`src/cptfb_map.vh`:
```
`ifndef CPTFB_MAP_VH
`define CPTFB_MAP_VH
// register byte offsets
`define CPTFB_REG_CMD      8'h00
`define CPTFB_REG_STATUS   8'h04
`define CPTFB_REG_VALID    8'h08
`define CPTFB_REG_MAP      8'h0c
// axi responses
`define CPTFB_RESP_OKAY    2'h0
`define CPTFB_RESP_SLVERR  2'h2
// command words
`define CPTFB_CMD_SEL_HI   14'h1455
`define CPTFB_CMD_ENE_HI   12'h516
`define CPTFB_CMD_MAP_HI   12'h517
`define CPTFB_CMD_RESTORE  16'h515d
// field positions of a command word
`define CPTFB_FLD_FILT     3:2
`define CPTFB_FLD_IDX      1:0
`define CPTFB_FLD_MAPV     3:0
// frame timing in samples
`define CPTFB_FRAME_LAST   8'hef
`define CPTFB_HALF_LAST    8'h77
// energy scaling shift (divide by 32)
`define CPTFB_SCALE_SH     5
// fixed set detection parameters
`define CPTFB_THR_FIX      16'h009f
`define CPTFB_RATIO_FIX    16'h0015
`define CPTFB_HCTL_FIX     16'h0ff5
`define CPTFB_FIRST_FIXED  4'h4
// reset values
`define CPTFB_MAP_RST      16'h3210
`define CPTFB_SEL_RST      2'h0
`define CPTFB_STATUS_RST   16'h0000
`endif

```
`src/cptfb_tone_filter_bank.v`:
```
// What this block does
// energy read word 516x: filter in bits 3-2, word index in bits 1-0
// energy read answers one 16-bit word: broad low, broad high, band low, band high
// one 32-bit broadband energy for all filters, and a 32-bit in-band energy per filter
// energy over 240 samples: sample/4 squared, summed, divided by 32
// one broadband value shared by every filter
// each filter maps onto any of twelve sets, four programmable, eight fixed; no command here writes sets zero to three except the 515d recopy
// sets zero to three sit in writable storage, four to eleven are constants
// fixed sets four to eleven are the listed tones within five percent; the code gives sets four to fifteen one shared parameter set
// after reset filter n maps to set n
// at reset sets zero to three hold copies of fixed sets four to seven
// command 515d recopies sets four to seven, status echoes 515d
// command 517x writes bits 3-0 into selected filter entry, echoes word
// host gives mapping values zero to eleven only
// host selects the filter before issuing the mapping command
// half-frame in-band energy below threshold gives no detect
// half-frame in-band above 21/32 of broadband gives detect
// history of eight half-frames, valid when at least five detects
// thresholds take codec full scale as 3.14 dBm0 for every input format
// commands 5154 to 5157 set the selected filter from bits 1-0, echoed
// one output valid bit per filter
// energies latched at frame end so both halves belong to one frame
`timescale 1ns/1ns
`include "cptfb_map.vh"
module cptfb_tone_filter_bank (
  input  wire        clk,
  input  wire        rst,
  input  wire [7:0]  s_axi_awaddr,
  input  wire        s_axi_awvalid,
  output wire        s_axi_awready,
  input  wire [31:0] s_axi_wdata,
  input  wire [3:0]  s_axi_wstrb,
  input  wire        s_axi_wvalid,
  output wire        s_axi_wready,
  output reg  [1:0]  s_axi_bresp,
  output reg         s_axi_bvalid,
  input  wire        s_axi_bready,
  input  wire [7:0]  s_axi_araddr,
  input  wire        s_axi_arvalid,
  output wire        s_axi_arready,
  output reg  [31:0] s_axi_rdata,
  output reg  [1:0]  s_axi_rresp,
  output reg         s_axi_rvalid,
  input  wire        s_axi_rready,
  input  wire        sampleValid,
  input  wire [15:0] broadSample,
  input  wire [63:0] bandSample,
  output wire [15:0] mappedSets,
  output wire [3:0]  toneFilterOutputs
);

////////////////////////////////////////////////////////////////////////////////
// command state
reg  [15:0] mapTable;
reg  [1:0]  selectedFilterId;
reg  [15:0] status;
reg  [63:0] progThr;
reg  [63:0] progRatio;
reg  [63:0] progCtl;
reg  [31:0] broadEnergy;
wire [127:0] bandEnergy;
wire [3:0]  toneValid;

// set parameter lookup, word 0 threshold, 1 ratio, 2 history control
function [15:0] paramOf;
  input [3:0]  s;
  input [1:0]  w;
  input [63:0] thrV;
  input [63:0] ratioV;
  input [63:0] ctlV;
  reg   [63:0] src;
  begin
    case (w)
      2'h0:    src = thrV;
      2'h1:    src = ratioV;
      default: src = ctlV;
    endcase
    if (s < `CPTFB_FIRST_FIXED)
      paramOf = src[{s[1:0], 4'h0} +: 16];
    else
      case (w)
        2'h0:    paramOf = `CPTFB_THR_FIX;
        2'h1:    paramOf = `CPTFB_RATIO_FIX;
        default: paramOf = `CPTFB_HCTL_FIX;
      endcase
  end
endfunction

function [3:0] ones8;
  input [7:0] v;
  integer     k;
  begin
    ones8 = 4'h0;
    for (k = 0; k < 8; k = k + 1)
      ones8 = ones8 + {3'h0, v[k]};
  end
endfunction

////////////////////////////////////////////////////////////////////////////////
// axi4-lite slave
reg         awHeld;
reg  [7:0]  awAddrQ;
reg         wHeld;
reg  [31:0] wDataQ;
reg  [3:0]  wStrbQ;
wire        doWrite = awHeld & wHeld & ~s_axi_bvalid;
wire        cmdFire = doWrite & (awAddrQ == `CPTFB_REG_CMD) & (wStrbQ[1:0] == 2'h3);
wire [15:0] cmd     = wDataQ[15:0];

assign s_axi_awready = ~awHeld;
assign s_axi_wready  = ~wHeld;
assign s_axi_arready = ~s_axi_rvalid;

always @(posedge clk or posedge rst)
begin
  if (rst)
  begin
    awHeld       <= 1'b0;
    awAddrQ      <= 8'h00;
    wHeld        <= 1'b0;
    wDataQ       <= 32'h00000000;
    wStrbQ       <= 4'h0;
    s_axi_bvalid <= 1'b0;
    s_axi_bresp  <= `CPTFB_RESP_OKAY;
  end
  else
  begin
    if (s_axi_awvalid & ~awHeld)
    begin
      awHeld  <= 1'b1;
      awAddrQ <= s_axi_awaddr;
    end
    else if (doWrite)
      awHeld <= 1'b0;
    if (s_axi_wvalid & ~wHeld)
    begin
      wHeld  <= 1'b1;
      wDataQ <= s_axi_wdata;
      wStrbQ <= s_axi_wstrb;
    end
    else if (doWrite)
      wHeld <= 1'b0;
    if (doWrite)
    begin
      s_axi_bvalid <= 1'b1;
      s_axi_bresp  <= (awAddrQ == `CPTFB_REG_CMD) ? `CPTFB_RESP_OKAY : `CPTFB_RESP_SLVERR;
    end
    else if (s_axi_bready)
      s_axi_bvalid <= 1'b0;
  end
end

always @(posedge clk or posedge rst)
begin
  if (rst)
  begin
    s_axi_rvalid <= 1'b0;
    s_axi_rdata  <= 32'h00000000;
    s_axi_rresp  <= `CPTFB_RESP_OKAY;
  end
  else if (s_axi_arvalid & ~s_axi_rvalid)
  begin
    s_axi_rvalid <= 1'b1;
    s_axi_rresp  <= `CPTFB_RESP_OKAY;
    case (s_axi_araddr)
      `CPTFB_REG_STATUS: s_axi_rdata <= {16'h0000, status};
      `CPTFB_REG_VALID:  s_axi_rdata <= {28'h0000000, toneValid};
      `CPTFB_REG_MAP:    s_axi_rdata <= {14'h0000, selectedFilterId, mapTable};
      `CPTFB_REG_CMD:    s_axi_rdata <= 32'h00000000;
      default:
      begin
        s_axi_rdata <= 32'h00000000;
        s_axi_rresp <= `CPTFB_RESP_SLVERR;
      end
    endcase
  end
  else if (s_axi_rready)
    s_axi_rvalid <= 1'b0;
end

////////////////////////////////////////////////////////////////////////////////
// command decoder
wire [1:0]  eneFilt = cmd[`CPTFB_FLD_FILT];
wire [31:0] eneBand = bandEnergy[{eneFilt, 5'h00} +: 32];
reg  [15:0] eneWord;

always @*
begin
  case (cmd[`CPTFB_FLD_IDX])
    2'h0:    eneWord = broadEnergy[15:0];
    2'h1:    eneWord = broadEnergy[31:16];
    2'h2:    eneWord = eneBand[15:0];
    default: eneWord = eneBand[31:16];
  endcase
end

always @(posedge clk or posedge rst)
begin
  if (rst)
  begin
    mapTable         <= `CPTFB_MAP_RST;
    selectedFilterId <= `CPTFB_SEL_RST;
    status           <= `CPTFB_STATUS_RST;
    progThr          <= {4{`CPTFB_THR_FIX}};
    progRatio        <= {4{`CPTFB_RATIO_FIX}};
    progCtl          <= {4{`CPTFB_HCTL_FIX}};
  end
  else if (cmdFire)
  begin
    status <= cmd;
    if (cmd[15:2] == `CPTFB_CMD_SEL_HI)
      selectedFilterId <= cmd[1:0];
    else if (cmd[15:4] == `CPTFB_CMD_ENE_HI)
      status <= eneWord;
    else if (cmd[15:4] == `CPTFB_CMD_MAP_HI)
      mapTable[{selectedFilterId, 2'h0} +: 4] <= cmd[`CPTFB_FLD_MAPV];
    else if (cmd == `CPTFB_CMD_RESTORE)
    begin
      progThr   <= {4{`CPTFB_THR_FIX}};
      progRatio <= {4{`CPTFB_RATIO_FIX}};
      progCtl   <= {4{`CPTFB_HCTL_FIX}};
    end
  end
end

assign mappedSets = mapTable;

////////////////////////////////////////////////////////////////////////////////
// frame timing and broadband energy
reg  [7:0]  sampleCnt;
reg  [35:0] bFrameAcc;
reg  [35:0] bHalfAcc;
wire        frameEnd = sampleValid & (sampleCnt == `CPTFB_FRAME_LAST);
wire        halfEnd  = sampleValid & ((sampleCnt == `CPTFB_FRAME_LAST) |
                                      (sampleCnt == `CPTFB_HALF_LAST));
wire signed [13:0] bq  = broadSample[15:2];
wire signed [27:0] bsq = bq * bq;
wire [35:0] bFrameSum = bFrameAcc + {8'h00, bsq};
wire [35:0] bHalfSum  = bHalfAcc + {8'h00, bsq};
wire [30:0] bHalfE    = bHalfSum[35:`CPTFB_SCALE_SH];

always @(posedge clk or posedge rst)
begin
  if (rst)
  begin
    sampleCnt   <= 8'h00;
    bFrameAcc   <= 36'h000000000;
    bHalfAcc    <= 36'h000000000;
    broadEnergy <= 32'h00000000;
  end
  else if (sampleValid)
  begin
    sampleCnt <= frameEnd ? 8'h00 : sampleCnt + 8'h01;
    bFrameAcc <= frameEnd ? 36'h000000000 : bFrameSum;
    bHalfAcc  <= halfEnd ? 36'h000000000 : bHalfSum;
    if (frameEnd)
      broadEnergy <= {1'b0, bFrameSum[35:`CPTFB_SCALE_SH]};
  end
end

////////////////////////////////////////////////////////////////////////////////
// per filter in-band energy and detection
genvar g;
generate
  for (g = 0; g < 4; g = g + 1)
  begin : filt
    reg  [35:0] fAcc;
    reg  [35:0] hAcc;
    reg  [31:0] energy;
    reg  [7:0]  hist;
    reg         valid;
    wire [3:0]  set   = mapTable[4*g +: 4];
    // parameter words passed in so a reload of the sets re-evaluates them
    wire [15:0] thr   = paramOf(set, 2'h0, progThr, progRatio, progCtl);
    wire [15:0] ratio = paramOf(set, 2'h1, progThr, progRatio, progCtl);
    wire [15:0] hctl  = paramOf(set, 2'h2, progThr, progRatio, progCtl);
    wire signed [13:0] q  = bandSample[16*g+2 +: 14];
    wire signed [27:0] sq = q * q;
    wire [35:0] fSum  = fAcc + {8'h00, sq};
    wire [35:0] hSum  = hAcc + {8'h00, sq};
    wire [31:0] thrSq = thr * thr;
    wire        below = {1'b0, hSum[35:`CPTFB_SCALE_SH]} < thrSq;
    wire [47:0] lhs   = {12'h000, hSum[35:`CPTFB_SCALE_SH], 5'h00};
    wire [47:0] rhs   = {32'h00000000, ratio} * {17'h00000, bHalfE};
    wire        det   = ~below & (lhs > rhs);
    wire [7:0]  nHist = {hist[6:0], det};
    always @(posedge clk or posedge rst)
    begin
      if (rst)
      begin
        fAcc   <= 36'h000000000;
        hAcc   <= 36'h000000000;
        energy <= 32'h00000000;
        hist   <= 8'h00;
        valid  <= 1'b0;
      end
      else if (sampleValid)
      begin
        fAcc <= frameEnd ? 36'h000000000 : fSum;
        hAcc <= halfEnd ? 36'h000000000 : hSum;
        if (halfEnd)
          hist <= nHist;
        if (frameEnd)
        begin
          energy <= {1'b0, fSum[35:`CPTFB_SCALE_SH]};
          valid  <= ones8(nHist & hctl[11:4]) >= hctl[3:0];
        end
      end
    end
    assign bandEnergy[32*g +: 32] = energy;
    assign toneValid[g]           = valid;
  end
endgenerate

assign toneFilterOutputs = toneValid;

endmodule

```
`config.mk`:
```
export PLATFORM = sky130hd
export DESIGN_NAME = cptfb_tone_filter_bank
export DESIGN_NICKNAME = d
export VERILOG_FILES = /design/src/cptfb_tone_filter_bank.v
export VERILOG_INCLUDE_DIRS = /design/src /design/src/src
export SDC_FILE = /design/constraint.sdc
export NUM_CORES = 2
export LEC_CHECK = 0
export BUFFER_PORTS_ARGS = -buffer_cell sky130_fd_sc_hd__buf_4
export CORE_MARGIN = 2
export CORE_UTILIZATION = 49
export DETAILED_ROUTE_END_ITERATION = 7
export GPL_TIMING_DRIVEN = 0
export PLACE_DENSITY = 0.75
export REMOVE_ABC_BUFFERS = 1
export SLEW_MARGIN = 20
export SYNTH_ARGS = -nofsm -noshare
export SYNTH_HDL_FRONTEND = slang
export SYNTH_SLANG_ARGS = --single-unit
export TNS_END_PERCENT = 100
```
`constraint.sdc`:
```
create_clock -name clk -period 53.5 [get_ports clk]
set_input_delay 5.35 -clock clk [delete_from_list [all_inputs] [get_ports clk]]
set_output_delay 5.35 -clock clk [all_outputs]
set_load 0.1 [all_outputs]
```
==> flow_summary_export.csv <==
group,metric,value,unit
floorplanning,rows,148,
drt,drtAntennaViolNets,0,
floorplanning,ios,201,
logic_synthesis,ys_ff_latch,639,
sta,period_share,42.1,%
global_routing,track_usage,25.2,%
logic_synthesis,yosysTopAreaCell,"fa_1",
sta,min_period,22540,ps
logic_synthesis,ys.flop_type,"dfrtp_1",
logic_synthesis,synth_edf_count,0,
drt,vias,62400,
placed_design,gp_congestion,0.930,
placed_design,place_ws,30500,ps
global_routing,grt_pass1_wl,340000,um
drt,routed_wl,208000,um
finish,syn_to_final_growth,8.03,%
logic_synthesis,ys_seq_area_share,19.9,%
sta,finalSetupViolations,0,
logic_synthesis,syn-mean-instance-area,9.47,um^2
finish,drive_gt1_share,6.41,%
worst_setup_path,slowest_stage,"a311oi_1",
logic_synthesis,yosys.cell_count.top_type,"inv_1",
drt,drt_iter0_markers,4576,
worst_setup_path,crit_path_frequent_cell,"fa_1",
placed_design,hpwl,165000,um
clock_network,clockRootBuffer,"clkbuf_16",
floorplanning,coreArea,163000,um^2
worst_setup_path,endpoint_kind,"register",
clock_network,cts.clk_slew.worst_paths,60,ps
logic_synthesis,yosysTopAreaCellShare,22.9,%
logic_synthesis,syn_area,80300,um^2
clock_network,h-tree-depth,3,
sta,fin_skew,30.6,ps
drt,wl_per_cell,19.5,um
logic_synthesis,yosysWarnings,0,
global_routing,grt_pass1_vias,64800,
sta,slew_viol_final,0,
sta,worst_slack,30960,ps
floorplanning,die_y,409,um
finish,nFillCells,14100,
sta,finalHoldViolCount,0,
drt,viasPerCell,5.83,
logic_synthesis,syn_inst,8473,
clock_network,postCtsSetupBuffers,0,
sta,grt_setup_unrepaired,"no",
run,cap_violations,0,
logic_synthesis,synth.area.top_cells,"fa_1, dfrtp_1, ha_1, inv_1, xnor2_1",
placed_design,numPortBuffers,156,
sta,clock.fmax,44.4,MHz
finish,multi_input_area,59000,um^2
worst_setup_path,path_class,"input port to register",
worst_setup_path,cp_data_required_time,53980,ps
drt,drt_pre_antenna_iters,6,
sta,fin_setup_tns,0,ps
sta,worst_pin_slew,1250,ps
drt,drc_errors,0,
floorplanning,die_w,409,um
outcome,outcome,"complete, no violations",
logic_synthesis,yosys-top-cells-count,"inv_1, fa_1, ha_1",
hold_path,hold_class,"register to register",
worst_setup_path,cp_data_arrival_time,23020,ps
global_routing,globalRouteOverflowTotal,0,
logic_synthesis,async_flop_share,100,%
logic_synthesis,ys_types,114,
global_routing,antenna_found_initial,6,
global_routing,grt_max_degree,121,
finish,seqCellArea,16000,um^2
sta,max-slew-margin-rel,16.0,%
worst_setup_path,crit_path_start_kind,"input port",
floorplanning,die-area,167000,um^2
clock_network,cts.sinks,639,
clock_network,cts.path.max_buffers,3,
worst_setup_path,max_stage_delay,710,ps
finish,nets,10400,
clock_network,holdBufCountCts,0,
worst_setup_path,cp_max_fo,15,
clock_network,cts_tree,"done",
clock_network,clock_latency,650,ps
floorplanning,start_util,49.3,%
clock_network,post_cts_resized,0,
clock_network,cts-buffers-inserted,74,
==> stage by stage <==
stage	area [um^2]	hold WS, ps	cells	utilization [%]
floorplan	79100	441	8183	-
global route	86700	499	10700	53.3
detailed placement	84200	465	10600	51.7
global placement	83000	456	10500	51.0
finish	86700	479	10700	53.3
CTS	86700	479	10700	53.3
==> registers in the layout (all words and copies together) (netlist names), 2 cells and up <==
name / flops
wStrbQ: 2
filt.valid: 4
filt.hAcc: 144
status: 16
sampleCnt: 8
wDataQ: 16
s_axi_rdata: 18
filt.hist: 28
filt.energy: 124
broadEnergy: 31
bHalfAcc: 36
selectedFilterId: 2
bFrameAcc: 36
awAddrQ: 8
mappedSets: 16
filt.fAcc: 144
==> cell families (layout without fill, tap and decap cells) <==
| logic type | after synthesis | in the layout | share of synthesized area [%] |
|---|---|---|---|
| AO/OA/AOI/OAI | 1883 | 1883 | 16.0 |
| multiplexers | 124 | 124 | 2.32 |
| adder cells (fa/ha/maj) | 1797 | 1797 | 36.6 |
| flip-flops | 639 | 639 | 19.9 |
| AND/OR/NAND/NOR | 2017 | 2017 | 12.2 |
| buffers and inverters | 1465 | 1492 | 6.96 |
| other | 2 | 25 | 0.00936 |
| XOR/XNOR | 546 | 546 | 6.05 |
==> critical path, delay by kind of cell <==
family	cells	cell delay [ps]
AO/OA/AOI/OAI	20	5290
adder cells (fa/ha/maj)	19	7870
XOR/XNOR	3	1100
multiplexers	1	110
buffers and inverters	11	720
AND/OR/NAND/NOR	11	2580
==> cells in the final DEF (no fill, tap or decap), drive strengths merged, types with 38 or more instances in the layout <==
| cell | n |
|---|---|
| a21o | 224 |
| a21oi | 374 |
| a22o | 130 |
| a31oi | 62 |
| and2 | 271 |
| and3 | 66 |
| buf | 207 |
| clkbuf | 98 |
| dfrtp | 635 |
| fa | 918 |
| ha | 871 |
| inv | 1154 |
| mux2 | 45 |
| mux4 | 45 |
| nand2 | 770 |
| nand2b | 77 |
| nand3 | 138 |
| nand4 | 63 |
| nor2 | 317 |
| nor2b | 55 |
| nor3 | 100 |
| o211ai | 38 |
| o21a | 44 |
| o21ai | 465 |
| o21bai | 43 |
| o2bb2ai | 180 |
| o31ai | 61 |
| or3 | 38 |
| xnor2 | 357 |
| xor2 | 186 |
==> area by class of cell <==
type,instances,share of cell area [%]
well taps,2175,3.14
flip-flops and latches,639,18.5
multi-input cells,6391,68.0
diodes,1,0.00289
repair buffers,207,2.49
inverters,1153,5.01
clock buffers,98,2.40
clock inverters,34,0.478
==> metal layers <==
layer / global-route usage (%) / up-vias / share of wire [%]
met1: 32.6 / 31300 / 41
met2: 42.0 / 1842 / 48
met5: 0 / - / 0.034
met3: 3.83 / 491 / 6.4
li1: - / 28700 / -
met4: 10.3 / 10 / 4.6
==> worst paths after layout <==
kind / start / endpoint / slack (ps) / depth (start not counted)
max reg2reg: bHalfAcc[0] / filt[2].valid / 40240 / 47
min in group asynchronous: rst / bHalfAcc[26] / 4660 / 2
max in group asynchronous: rst / wDataQ[2] / 47540 / 4
max: broadSample[4] / filt[2].valid / 30960 / 65
min: filt[2].energy[30] / filt[2].energy[30] / 480 / 2
min reg2reg: filt[2].energy[30] / filt[2].energy[30] / 480 / 2
Power is left out: the tool's default activity adds up to more than one toggle a clock period on the data nets, which glitch-free logic cannot reach.
